[config.mk]
export PLATFORM = sky130hd
export DESIGN_NAME = srx_rx_top
export DESIGN_NICKNAME = d
export VERILOG_FILES = /design/src/logic/srx_pkg.sv /design/src/logic/srx_rx_top.sv
export SDC_FILE = /design/constraint.sdc
export NUM_CORES = 1
export LEC_CHECK = 0
export BUFFER_PORTS_ARGS = -buffer_cell sky130_fd_sc_hd__buf_2
export CAP_MARGIN = 20
export CORE_ASPECT_RATIO = 1.4
export CORE_MARGIN = 5
export CORE_UTILIZATION = 40
export CTS_CLUSTER_SIZE = 28
export DETAILED_ROUTE_END_ITERATION = 6
export PLACE_DENSITY_LB_ADDON = 0.05
export SYNTH_ARGS = -nofsm -noshare
export SYNTH_HDL_FRONTEND = slang
export SYNTH_SLANG_ARGS = --single-unit
[constraint.sdc]
create_clock -name CORE_CLK -period 3.5 [get_ports CORE_CLK]
set_input_delay 0.525 -clock CORE_CLK [delete_from_list [all_inputs] [get_ports CORE_CLK]]
set_output_delay 0.525 -clock CORE_CLK [all_outputs]
set_load 0.02 [all_outputs]
[src/logic/srx_pkg.sv]
// package of constants and types for the receiver lock, byte order and fifo block
`default_nettype none
package srx_pkg;
    // apb register byte offsets
    localparam logic [7:0] CTRL_OFS = 8'h00;
    localparam logic [7:0] PPM_OFS  = 8'h04;
    localparam logic [7:0] PATT_OFS = 8'h08;
    localparam logic [7:0] STAT_OFS = 8'h0C;
    // values after reset
    localparam logic [31:0] CTRL_RST = 32'h0000_0001;
    localparam logic [31:0] PPM_RST  = 32'h0001_0080;
    localparam logic [31:0] PATT_RST = 32'h0000_00BC;
    // status field positions
    localparam int STAT_LOCK_BIT   = 0;
    localparam int STAT_ALIGN_BIT  = 1;
    localparam int STAT_FREQ_BIT   = 2;
    localparam int STAT_SEARCH_BIT = 3;
    localparam int STAT_CNT_LSB    = 4;
    // datapath and fifo shape
    localparam int DW         = 20;
    localparam int FIFO_DEPTH = 4;
    localparam int PTR_W      = 3;
    localparam logic [PTR_W-1:0] FIFO_LAT_CNT = 3'h2;
    // channel width encodings
    localparam logic [1:0] W8  = 2'h0;
    localparam logic [1:0] W10 = 2'h1;
    localparam logic [1:0] W16 = 2'h2;
    localparam logic [1:0] W20 = 2'h3;
    // frequency check window
    localparam int CLK_PERIOD_NS = 50;
    localparam int FREQ_WIN_NS   = 51200;
    localparam int FREQ_WIN_CYC  = FREQ_WIN_NS / CLK_PERIOD_NS;
    localparam int WIN_W         = 11;
    // control register layout, bit 0 at the bottom
    typedef struct packed {
        logic [23:0] rsvd;
        logic        bo_en;
        logic [1:0]  width;
        logic        reg_mode;
        logic        bitflip;
        logic        bo_user;
        logic        pipe;
        logic        auto_lock;
    } srx_ctrl_t;
    // parallel word with its strobe
    typedef struct packed {
        logic          valid;
        logic [DW-1:0] data;
    } srx_word_t;
    typedef enum logic {LOCK_REF, LOCK_DATA} srx_lock_t;
    typedef enum logic {BO_IDLE, BO_SEARCH} srx_bo_t;
endpackage
`default_nettype wire

[src/logic/srx_rx_top.sv]
// receiver cdr lock controller, byte ordering, phase compensation fifo and bit flip
// Function
// RULE1: in lock-to-reference the phase detector is off and serial data unused.
// RULE2: in lock-to-data the phase detector is on and tracks the data.
// RULE3: lock controller offers an automatic and a manual lock mode.
// RULE4: after power-up and each reset the automatic controller sits in lock-to-reference.
// RULE5: automatic mode enters lock-to-data only within ppm threshold, plus signal present in pipe.
// RULE6: outside pipe mode, signal present is ignored by the lock decisions.
// RULE7: recovered clock edges clock the deserialized word into ordering and alignment logic.
// RULE8: byte ordering selectable between aligner-triggered and user-triggered modes.
// RULE9: aligner lock rising edge starts pattern search and reordering if needed.
// RULE10: aligned flag set whenever the pattern is found, pad or not.
// RULE11: another aligner lock rising edge clears aligned and restarts the search.
// RULE12: in user mode a rising edge on the trigger starts search and reordering.
// RULE13: in user mode aligned flag set once pattern found, pad or not.
// RULE14: a phase compensation fifo moves words from recovered clock to fabric clock.
// RULE15: fifo holds four words, latency two to three parallel clock cycles.
// RULE16: channel width through the fifo is 8, 10, 16 or 20 bits.
// RULE17: registered mode adds exactly one parallel clock cycle of latency.
// RULE18: bit flip mirrors bit order inside each byte at fifo output.
// RULE19: manual mode takes the lock state from a fabric control input.
// RULE20: reset clears aligned flag and fifo pointers until first search or write.
//
// The address map and the APB register port were chosen for this implementation.
`default_nettype none
module srx_rx_top (
    input  wire logic        CORE_CLK,            // 20 MHz block clock
    input  wire logic        RESET_N,             // synchronous reset, low active
    input  wire logic        PSEL,                // apb select
    input  wire logic        PENABLE,             // apb access phase
    input  wire logic        PWRITE,              // apb direction
    input  wire logic [7:0]  PADDR,               // apb byte address
    input  wire logic [31:0] PWDATA,              // apb write data
    output logic      [31:0] PRDATA,              // apb read data
    output logic             PREADY,              // apb ready
    output logic             PSLVERR,             // apb error on unmapped address
    input  wire logic        RX_PCLK,             // recovered parallel clock pin
    input  wire logic [19:0] RX_DATA,             // deserialized word pin group
    input  wire logic        RX_SIGNAL_PRESENT,   // signal detect from input buffer
    input  wire logic        WORD_ALIGN_LOCKED,   // lock from the word aligner
    input  wire logic        BYTE_ORDER_TRIGGER,  // fabric ordering request
    input  wire logic        MANUAL_LOCK_TO_DATA, // fabric lock choice in manual mode
    output logic             CDR_PD_EN,           // phase detector enable
    output logic             CDR_LOCK_TO_DATA,    // lock state, high when tracking data
    output logic             BYTE_ORDER_ALIGNED,  // byte order pattern found
    output logic      [19:0] RX_PARALLEL_OUT,     // fabric word
    output logic             RX_OUT_VALID         // one-cycle strobe with the word
);
    // width helpers used by ordering and output
    function automatic logic [19:0] mask_w(input logic [1:0] w, input logic [19:0] d);
        logic [19:0] r;
        case (w)
            srx_pkg::W8:  r = d & 20'h0_00FF;
            srx_pkg::W10: r = d & 20'h0_03FF;
            srx_pkg::W16: r = d & 20'h0_FFFF;
            default:      r = d;
        endcase
        return r;
    endfunction

    function automatic logic [19:0] flip_bytes(input logic [1:0] w, input logic [19:0] d);
        logic [19:0] r;
        r = d;
        if (w == srx_pkg::W8 || w == srx_pkg::W16) begin
            for (int i = 0; i < 8; i++) begin
                r[i]     = d[7-i];
                r[8+i]   = d[15-i];
            end
        end else begin
            for (int i = 0; i < 10; i++) begin
                r[i]     = d[9-i];
                r[10+i]  = d[19-i];
            end
        end
        return r;
    endfunction

    function automatic logic lo_match(input logic [1:0] w, input logic [19:0] d, input logic [9:0] p);
        logic r;
        if (w == srx_pkg::W8 || w == srx_pkg::W16) begin
            r = (d[7:0] == p[7:0]);
        end else begin
            r = (d[9:0] == p);
        end
        return r;
    endfunction

    function automatic logic hi_match(input logic [1:0] w, input logic [19:0] d, input logic [9:0] p);
        logic r;
        case (w)
            srx_pkg::W16: r = (d[15:8] == p[7:0]);
            srx_pkg::W20: r = (d[19:10] == p);
            default:      r = 1'b0;
        endcase
        return r;
    endfunction

    // pin synchronisers; logic reads stage two and later, except the byte order trigger, which is read raw against its stage one
    logic [19:0] data_s1_r, data_s2_r;
    logic [2:0]  pclk_r, wal_r;
    logic [1:0]  sig_r;
    logic        trig_d_r;
    always_ff @(posedge CORE_CLK) begin
        if (!RESET_N) begin
            data_s1_r <= 20'h0_0000;
            data_s2_r <= 20'h0_0000;
            pclk_r    <= 3'h0;
            wal_r     <= 3'h0;
            sig_r     <= 2'h0;
            trig_d_r  <= 1'b0;
        end else begin
            data_s1_r <= RX_DATA;
            data_s2_r <= data_s1_r;
            pclk_r    <= {pclk_r[1:0], RX_PCLK};
            wal_r     <= {wal_r[1:0], WORD_ALIGN_LOCKED};
            sig_r     <= {sig_r[0], RX_SIGNAL_PRESENT};
            trig_d_r  <= BYTE_ORDER_TRIGGER;
        end
    end

    // recovered clock rising edge as a one-cycle enable
    logic pedge, wal_rise, trig_rise, sig_present;
    assign pedge       = pclk_r[1] & ~pclk_r[2]; // [RULE7]
    assign wal_rise    = wal_r[1] & ~wal_r[2];
    assign trig_rise   = BYTE_ORDER_TRIGGER & ~trig_d_r;
    assign sig_present = sig_r[1];

    // apb register file, zero wait states
    srx_pkg::srx_ctrl_t ctrl_r, ctrl_nxt;
    logic [31:0] ppm_r, ppm_nxt, patt_r, patt_nxt, stat;
    logic        apb_wr, addr_ok;
    always_comb begin
        addr_ok  = (PADDR == srx_pkg::CTRL_OFS) || (PADDR == srx_pkg::PPM_OFS) ||
                   (PADDR == srx_pkg::PATT_OFS) || (PADDR == srx_pkg::STAT_OFS);
        apb_wr   = PSEL && PENABLE && PWRITE;
        ctrl_nxt = ctrl_r;
        ppm_nxt  = ppm_r;
        patt_nxt = patt_r;
        if (apb_wr && PADDR == srx_pkg::CTRL_OFS) begin
            ctrl_nxt      = srx_pkg::srx_ctrl_t'(PWDATA);
            ctrl_nxt.rsvd = 24'h00_0000;
        end
        if (apb_wr && PADDR == srx_pkg::PPM_OFS) begin
            ppm_nxt = PWDATA;
        end
        if (apb_wr && PADDR == srx_pkg::PATT_OFS) begin
            patt_nxt = {22'h00_0000, PWDATA[9:0]};
        end
    end
    always_ff @(posedge CORE_CLK) begin
        if (!RESET_N) begin
            ctrl_r <= srx_pkg::srx_ctrl_t'(srx_pkg::CTRL_RST);
            ppm_r  <= srx_pkg::PPM_RST;
            patt_r <= srx_pkg::PATT_RST;
        end else begin
            ctrl_r <= ctrl_nxt;
            ppm_r  <= ppm_nxt;
            patt_r <= patt_nxt;
        end
    end

    // read mux; unmapped addresses answer with an error and zero data
    always_comb begin
        case (PADDR)
            srx_pkg::CTRL_OFS: PRDATA = ctrl_r;
            srx_pkg::PPM_OFS:  PRDATA = ppm_r;
            srx_pkg::PATT_OFS: PRDATA = patt_r;
            srx_pkg::STAT_OFS: PRDATA = stat;
            default:           PRDATA = 32'h0000_0000;
        endcase
        PREADY  = 1'b1;
        PSLVERR = PSEL && PENABLE && !addr_ok;
    end

    // ppm check: count recovered edges over a fixed window of core cycles
    logic [srx_pkg::WIN_W-1:0] win_r, win_nxt;
    logic [15:0] edges_r, edges_nxt;
    logic        freq_ok_r, freq_ok_nxt;
    logic [16:0] diff;
    always_comb begin
        win_nxt     = win_r + 11'h001;
        edges_nxt   = pedge ? edges_r + 16'h0001 : edges_r;
        freq_ok_nxt = freq_ok_r;
        diff        = (edges_r >= ppm_r[15:0]) ? {1'b0, edges_r - ppm_r[15:0]} : {1'b0, ppm_r[15:0] - edges_r};
        if (win_r == 11'(srx_pkg::FREQ_WIN_CYC - 1)) begin
            win_nxt     = 11'h000;
            edges_nxt   = 16'h0000;
            freq_ok_nxt = (diff <= {1'b0, ppm_r[31:16]});
        end
    end
    always_ff @(posedge CORE_CLK) begin
        if (!RESET_N) begin
            win_r     <= 11'h000;
            edges_r   <= 16'h0000;
            freq_ok_r <= 1'b0;
        end else begin
            win_r     <= win_nxt;
            edges_r   <= edges_nxt;
            freq_ok_r <= freq_ok_nxt;
        end
    end

    // lock controller
    srx_pkg::srx_lock_t lock_r, lock_nxt;
    logic data_ok;
    always_comb begin
        // signal detect only counts in pipe mode [RULE6]
        data_ok  = freq_ok_r && (!ctrl_r.pipe || sig_present); // [RULE5]
        lock_nxt = lock_r;
        if (!ctrl_r.auto_lock) begin // [RULE3]
            lock_nxt = MANUAL_LOCK_TO_DATA ? srx_pkg::LOCK_DATA : srx_pkg::LOCK_REF; // [RULE19]
        end else begin
            case (lock_r)
                srx_pkg::LOCK_REF:  lock_nxt = data_ok ? srx_pkg::LOCK_DATA : srx_pkg::LOCK_REF;
                srx_pkg::LOCK_DATA: lock_nxt = data_ok ? srx_pkg::LOCK_DATA : srx_pkg::LOCK_REF;
                default:            lock_nxt = srx_pkg::LOCK_REF;
            endcase
        end
    end
    always_ff @(posedge CORE_CLK) begin
        if (!RESET_N) begin
            lock_r <= srx_pkg::LOCK_REF; // [RULE4]
        end else begin
            lock_r <= lock_nxt;
        end
    end
    // phase detector follows the state; reference state ignores data
    assign CDR_PD_EN        = (lock_r == srx_pkg::LOCK_DATA); // [RULE1] [RULE2]
    assign CDR_LOCK_TO_DATA = (lock_r == srx_pkg::LOCK_DATA);

    // byte ordering search and reorder
    srx_pkg::srx_bo_t bo_r, bo_nxt;
    logic        aligned_r, aligned_nxt, swap_r, swap_nxt, bo_start, wide;
    logic [19:0] prev_r, prev_nxt, cur, ordered;
    always_comb begin
        cur         = mask_w(ctrl_r.width, data_s2_r); // [RULE16]
        wide        = (ctrl_r.width == srx_pkg::W16) || (ctrl_r.width == srx_pkg::W20);
        bo_start    = ctrl_r.bo_en && (ctrl_r.bo_user ? trig_rise : wal_rise); // [RULE8] [RULE9] [RULE12]
        prev_nxt    = pedge ? cur : prev_r;
        bo_nxt      = bo_r;
        aligned_nxt = aligned_r;
        swap_nxt    = swap_r;
        if (bo_start) begin
            // a new trigger always drops the old result first
            bo_nxt      = srx_pkg::BO_SEARCH;
            aligned_nxt = 1'b0; // [RULE11]
            swap_nxt    = 1'b0;
        end else begin
            case (bo_r)
                srx_pkg::BO_SEARCH: begin
                    if (pedge && lo_match(ctrl_r.width, cur, patt_r[9:0])) begin
                        bo_nxt      = srx_pkg::BO_IDLE;
                        aligned_nxt = 1'b1; // [RULE10] [RULE13]
                        swap_nxt    = 1'b0;
                    end else if (pedge && wide && hi_match(ctrl_r.width, cur, patt_r[9:0])) begin
                        // pattern in upper byte: shift by one byte, taking the low byte from the previous word
                        bo_nxt      = srx_pkg::BO_IDLE;
                        aligned_nxt = 1'b1; // [RULE10] [RULE13]
                        swap_nxt    = 1'b1;
                    end
                end
                srx_pkg::BO_IDLE: bo_nxt = srx_pkg::BO_IDLE;
                default:          bo_nxt = srx_pkg::BO_IDLE;
            endcase
        end
        ordered = cur;
        if (swap_r && ctrl_r.width == srx_pkg::W16) begin
            ordered = {4'h0, cur[7:0], prev_r[15:8]};
        end else if (swap_r && ctrl_r.width == srx_pkg::W20) begin
            ordered = {cur[9:0], prev_r[19:10]};
        end
    end
    always_ff @(posedge CORE_CLK) begin
        if (!RESET_N) begin
            bo_r      <= srx_pkg::BO_IDLE;
            aligned_r <= 1'b0; // [RULE20]
            swap_r    <= 1'b0;
            prev_r    <= 20'h0_0000;
        end else begin
            bo_r      <= bo_nxt;
            aligned_r <= aligned_nxt;
            swap_r    <= swap_nxt;
            prev_r    <= prev_nxt;
        end
    end
    assign BYTE_ORDER_ALIGNED = aligned_r;

    // phase compensation fifo; reads start once two words wait, giving two parallel cycles
    logic [19:0] mem_r [srx_pkg::FIFO_DEPTH];
    logic [19:0] mem_nxt [srx_pkg::FIFO_DEPTH];
    logic [srx_pkg::PTR_W-1:0] wptr_r, wptr_nxt, rptr_r, rptr_nxt, count;
    logic [19:0] stage_r, stage_nxt, rd_word;
    srx_pkg::srx_word_t out_r, out_nxt;
    logic wr, rd, full;
    always_comb begin
        count     = wptr_r - rptr_r;
        full      = (count == 3'(srx_pkg::FIFO_DEPTH)); // [RULE15]
        wr        = pedge && !ctrl_r.reg_mode && !full; // [RULE14]
        rd        = pedge && !ctrl_r.reg_mode && (count >= srx_pkg::FIFO_LAT_CNT);
        mem_nxt   = mem_r;
        wptr_nxt  = wptr_r;
        rptr_nxt  = rptr_r;
        stage_nxt = pedge ? ordered : stage_r;
        rd_word   = mem_r[rptr_r[1:0]];
        out_nxt   = out_r;
        out_nxt.valid = 1'b0;
        if (wr) begin
            mem_nxt[wptr_r[1:0]] = ordered;
            wptr_nxt             = wptr_r + 3'h1;
        end
        if (rd) begin
            rptr_nxt     = rptr_r + 3'h1;
            out_nxt.data = ctrl_r.bitflip ? flip_bytes(ctrl_r.width, rd_word) : rd_word; // [RULE18]
            out_nxt.valid = 1'b1;
        end
        if (ctrl_r.reg_mode) begin
            // fifo bypassed: one register stage, flushed pointers
            rptr_nxt = wptr_r;
            if (pedge) begin
                out_nxt.data  = ctrl_r.bitflip ? flip_bytes(ctrl_r.width, stage_r) : stage_r; // [RULE17] [RULE18]
                out_nxt.valid = 1'b1;
            end
        end
    end
    always_ff @(posedge CORE_CLK) begin
        if (!RESET_N) begin
            for (int i = 0; i < srx_pkg::FIFO_DEPTH; i++) begin
                mem_r[i] <= 20'h0_0000;
            end
            wptr_r  <= 3'h0; // [RULE20]
            rptr_r  <= 3'h0;
            stage_r <= 20'h0_0000;
            out_r   <= '0;
        end else begin
            mem_r   <= mem_nxt;
            wptr_r  <= wptr_nxt;
            rptr_r  <= rptr_nxt;
            stage_r <= stage_nxt;
            out_r   <= out_nxt;
        end
    end
    assign RX_PARALLEL_OUT = out_r.data;
    assign RX_OUT_VALID    = out_r.valid;

    // status word
    always_comb begin
        stat = 32'h0000_0000;
        stat[srx_pkg::STAT_LOCK_BIT]   = CDR_LOCK_TO_DATA;
        stat[srx_pkg::STAT_ALIGN_BIT]  = aligned_r;
        stat[srx_pkg::STAT_FREQ_BIT]   = freq_ok_r;
        stat[srx_pkg::STAT_SEARCH_BIT] = (bo_r == srx_pkg::BO_SEARCH);
        stat[srx_pkg::STAT_CNT_LSB +: srx_pkg::PTR_W] = count;
    end

    // checks next to the logic
    property p_ref_pd_off;
        @(posedge CORE_CLK) disable iff (!RESET_N) (lock_r == srx_pkg::LOCK_REF) |-> !CDR_PD_EN;
    endproperty
    a_ref_pd_off: assert property (p_ref_pd_off) else $error("pd on in reference state"); // [RULE1]
    property p_data_pd_on;
        @(posedge CORE_CLK) disable iff (!RESET_N) CDR_LOCK_TO_DATA |-> CDR_PD_EN;
    endproperty
    a_data_pd_on: assert property (p_data_pd_on) else $error("pd off in data state"); // [RULE2]
    property p_reset_ref;
        @(posedge CORE_CLK) $rose(RESET_N) |-> !CDR_LOCK_TO_DATA && !BYTE_ORDER_ALIGNED && count == 3'h0;
    endproperty
    a_reset_ref: assert property (p_reset_ref) else $error("state not cleared by reset"); // [RULE4]
    property p_auto_enter;
        @(posedge CORE_CLK) disable iff (!RESET_N)
            $rose(CDR_LOCK_TO_DATA) && $past(ctrl_r.auto_lock) |->
            $past(freq_ok_r) && (!$past(ctrl_r.pipe) || $past(sig_present));
    endproperty
    a_auto_enter: assert property (p_auto_enter) else $error("data lock without conditions"); // [RULE5]
    property p_manual;
        @(posedge CORE_CLK) disable iff (!RESET_N)
            !ctrl_r.auto_lock |=> CDR_LOCK_TO_DATA == $past(MANUAL_LOCK_TO_DATA);
    endproperty
    a_manual: assert property (p_manual) else $error("manual lock not followed"); // [RULE19]
    property p_restart;
        @(posedge CORE_CLK) disable iff (!RESET_N) bo_start |=> !BYTE_ORDER_ALIGNED && bo_r == srx_pkg::BO_SEARCH;
    endproperty
    a_restart: assert property (p_restart) else $error("restart did not clear aligned"); // [RULE11]
    property p_found;
        @(posedge CORE_CLK) disable iff (!RESET_N)
            bo_r == srx_pkg::BO_SEARCH && !bo_start && pedge && lo_match(ctrl_r.width, cur, patt_r[9:0])
            |=> BYTE_ORDER_ALIGNED [*2];
    endproperty
    a_found: assert property (p_found) else $error("pattern found but not aligned"); // [RULE10]
    property p_fifo_lat;
        @(posedge CORE_CLK) disable iff (!RESET_N) rd |-> count >= 3'h2 && count <= 3'h3;
    endproperty
    a_fifo_lat: assert property (p_fifo_lat) else $error("fifo read outside latency window"); // [RULE15]
    property p_reg_lat;
        @(posedge CORE_CLK) disable iff (!RESET_N)
            ctrl_r.reg_mode && $past(ctrl_r.reg_mode) && pedge && !ctrl_r.bitflip
            |=> RX_OUT_VALID && RX_PARALLEL_OUT == $past(stage_r);
    endproperty
    a_reg_lat: assert property (p_reg_lat) else $error("registered mode latency wrong"); // [RULE17]
    c_lock_data: cover property (@(posedge CORE_CLK) disable iff (!RESET_N) $rose(CDR_LOCK_TO_DATA));
    c_swap: cover property (@(posedge CORE_CLK) disable iff (!RESET_N) $rose(swap_r));
    c_out: cover property (@(posedge CORE_CLK) disable iff (!RESET_N) RX_OUT_VALID && ctrl_r.bitflip);
endmodule
`default_nettype wire

==> impl_results.rst <==
.. list-table::
   :header-rows: 1

   * - Metric
     - Value
   * - Overall die width
     - 170 um
   * - Most common library cell in the layout ignoring fill and taps
     - sky130_fd_sc_hd__nand2_1
   * - Worst Skew
     - 0.0136 ns
   * - All-Layer GR Usage
     - 20.8%
   * - Critical Path Max Stage Delay
     - 0.49 ns
   * - Type of the worst min-delay path
     - input port to flip-flop
   * - Post-route setup slack
     - between 0.15 and 0.2 ns
   * - Final min period
     - 3.30 ns
   * - Reported max-cap violation count
     - 0
   * - Placed Cells
     - 2175
   * - Count of warnings emitted by yosys
     - 0
   * - Post-layout instance count excluding filler cells
     - roughly 2200
   * - Total clock buffers created by CTS
     - 29
   * - Syn Nets
     - approximately 1800
   * - Row count
     - 81
   * - Average cell area after synthesis
     - 8.65 um^2
   * - Arrival time reported for the critical path endpoint
     - 3.79 ns
   * - CTS tree
     - built
   * - Number of inserted filler cells in the final layout
     - 3446
   * - Count of distinct cell types in the synthesized netlist
     - 69
   * - Most prevalent standard cell on the critical path
     - sky130_fd_sc_hd__a21o_1
   * - Number of max-slew violations in the final report
     - 0
   * - Most Used Layer, Global Route
     - met2
   * - Detail Placement HPWL
     - 30000 um
   * - RSZ-0062 raised after global routing
     - no
   * - Floorplan Core Area
     - 35100 um^2
   * - Status
     - finished, final reports clean
   * - Fraction of met3 tracks used by global routing
     - 2.18%
   * - Post-synthesis async set-or-reset flop share
     - 0%
   * - Most frequent cells in the layout
     - sky130_fd_sc_hd__nand2_1 (323), sky130_fd_sc_hd__dfxtp_1 (263), sky130_fd_sc_hd__buf_2 (125)
   * - Post-synthesis instance area
     - 14300 um^2
   * - Top fanout value on the critical path
     - 6
   * - Initial antenna violation count
     - 0
   * - Wire length of the first global-routing pass
     - between 60000 and 70000 um
   * - Cell-by-cell listing of the critical path
     - inv_2, ha_4, and2_4, or4_4, o21ai_4, a31oi_4, buf_4, a311oi_2, a21oi_1, xor2_1, ha_1, a21o_1, a21o_1, a21oi_1, o21ai_1, a21o_1, a31oi_1
   * - Maximum number of buffers from clock root to sink
     - 3
   * - Slowest cell on the critical path
     - sky130_fd_sc_hd__or4_4
   * - Final estimated routing congestion in global placement
     - 0.850
   * - Total overflow reported by the global router
     - 0
   * - Setup TNS after final layout
     - 0 ns
   * - Max transition margin
     - 49.5%
   * - DIE AREA
     - 39600 um^2
   * - Max frequency
     - 303 MHz
   * - Overall Power
     - about 6.6 mW
   * - CP Buf/Inv Count
     - 2
   * - Worst setup EP type
     - flip-flop
   * - Hold Vio Cnt, Final
     - 0
   * - Number of nets at the end of the flow
     - 1881
   * - Met1 usage
     - 24.0%
   * - Total number of vias
     - roughly 12000
   * - Leakage Power
     - between 6 and 7 nW
   * - Kind of critical path
     - flip-flop to flip-flop
   * - Required time at the worst-slack endpoint
     - 3.98 ns
   * - Post-synth EDFFs
     - 0
   * - I/O pin count
     - 128
   * - GRT met2 Usage
     - between 30% and 40%
   * - Area delta synth->final
     - 15.9%
   * - Part of the cycle the worst path needs
     - 94.4%
   * - Register bit total from synthesis
     - 270
   * - IO Port Bufs
     - 126
   * - Remaining antenna violation count after routing
     - 0
   * - Total setup violations reported at the end of the flow
     - 0
   * - Layout cell share with drive strength beyond 1
     - 17.4%
   * - Count of H-tree levels built during CTS
     - 1
   * - Clock network latency to the later pin of the worst-skew pair
     - 0.55 ns
   * - Clock transition at the register clock pins on the worst setup and hold paths after CTS
     - roughly 0.060 ns
   * - Antenna diodes
     - 0
   * - Starting density of the core
     - 40.7%
   * - Final Routed Wirelength
     - 41900 um
   * - Worst vdd ir
     - 0.346 mV
   * - Detailed-routing iteration count for the pre-antenna-repair pass
     - 5
   * - Sort of element at the start of the critical path
     - flip-flop
   * - Average detailed-routed wire length per instance
     - about 19 um
   * - Tightest Pin Transition
     - 0.752 ns
   * - Number of design-rule violations left by the first detailed-router iteration
     - 645
   * - Reg2reg setup slack
     - 0.20 ns
   * - Sequential cell area fraction in the yosys report
     - 37.9%
   * - Via-to-Cell Ratio
     - 5.31
   * - Cell count after synthesis
     - 1648
   * - Worst-case setup slack after placement
     - ~0.066 ns
   * - Clock tree root driver cell
     - sky130_fd_sc_hd__clkbuf_16
   * - Top FF cell, synth
     - sky130_fd_sc_hd__dfxtp_1
   * - Detailed-route DRC error count
     - 0
   * - Pin count of the biggest net entering global routing
     - ~130
   * - Power density of the placed cells
     - 400 nW/um^2
   * - Sinks on the clock net
     - 270
   * - Family with the most delay on the worst path
     - compound AO/OA/AOI/OAI gates
   * - Vias in the first global route
     - 11943
   * - Die height
     - 233 um
## power by group
| group | leakage [nW] | switching, mW | internal, mW |
|---|---|---|---|
| Combinational | 3.77 | 0.169 | 0.136 |
| Clock | 0.476 | 1.25 | 1.92 |
| Sequential | 2.19 | 0.0307 | 3.11 |
## layer usage
metal / routed length [um] / vias up / share of wire (%)
li1: - / 5824 / -
met1: 17100 / 5725 / 41
met2: 22200 / 189 / 53
met3: 1220 / 82 / 2.9
met4: 1480 / 0 / 3.5
met5: 0 / - / 0
## Yosys cell counts (40+ instances only)
cell                         n  area, um^2
sky130_fd_sc_hd__a21boi_0   79         593
sky130_fd_sc_hd__and2_1     82         513
sky130_fd_sc_hd__nor2_1     82         308
sky130_fd_sc_hd__nand2_1   323        1210
sky130_fd_sc_hd__mux2i_1    79         791
sky130_fd_sc_hd__o21ai_0    40         200
sky130_fd_sc_hd__dfxtp_1   270        5410
sky130_fd_sc_hd__clkbuf_1   57         214
sky130_fd_sc_hd__a21boi_1   53         398
sky130_fd_sc_hd__a21oi_1    76         380
sky130_fd_sc_hd__inv_1      60         225
sky130_fd_sc_hd__ha_1       55         688
## area by class of cell
type,instances,area (um^2),share of cell area [%]
multi-input cells,1203,8210,49.7
flip-flops and latches,270,5420,32.8
repair buffers,189,1140,6.89
clock buffers,36,772,4.67
well taps,456,571,3.45
inverters,60,225,1.36
clock inverters,13,193,1.17
## repair_timing
action / in CTS / in global routing
gates resized for setup: 0 / 32
buffers inserted: 0 / 3
endpoints found under the setup margin: 0 / 1
hold buffers: 0 / 0
## stage by stage
stage	cell area [um^2]	hold slack, ns	util [%]
after floorplan	14300	0.412	-
after global placement	15400	0.417	43.9
after detailed placement	15400	0.420	43.9
after CTS	16400	0.152	46.6
after global routing	16500	0.165	47.1
final	16500	0.180	47.1
## final timing paths
check | startpoint | endpoint | depth (start not counted)
setup / recovery | ppm_r[13] | freq_ok_r | 17
hold reg to reg | data_s1_r[16] | data_s2_r[16] | 1
hold / removal | WORD_ALIGN_LOCKED | wal_r[0] | 2
setup reg to reg | ppm_r[13] | freq_ok_r | 17
## state kept, by name (all words and copies together) (netlist names), 12 cells and up
signal / count
RX_PARALLEL_OUT: 20
data_s1_r: 20
data_s2_r: 20
edges_r: 16
mem_r: 80
ppm_r: 32
prev_r: 12
stage_r: 20
## cell families after synthesis
family,Yosys count,share of synthesized area [%]
flops,270,37.9
other cells,1,0.0263
xor+xnor,63,3.97
mux,107,9.81
compound gates,363,17.9
buf+inv,175,5.54
fa+ha+maj,58,5.25
simple gates,611,19.6
Power figures use the tool's default switching activity.
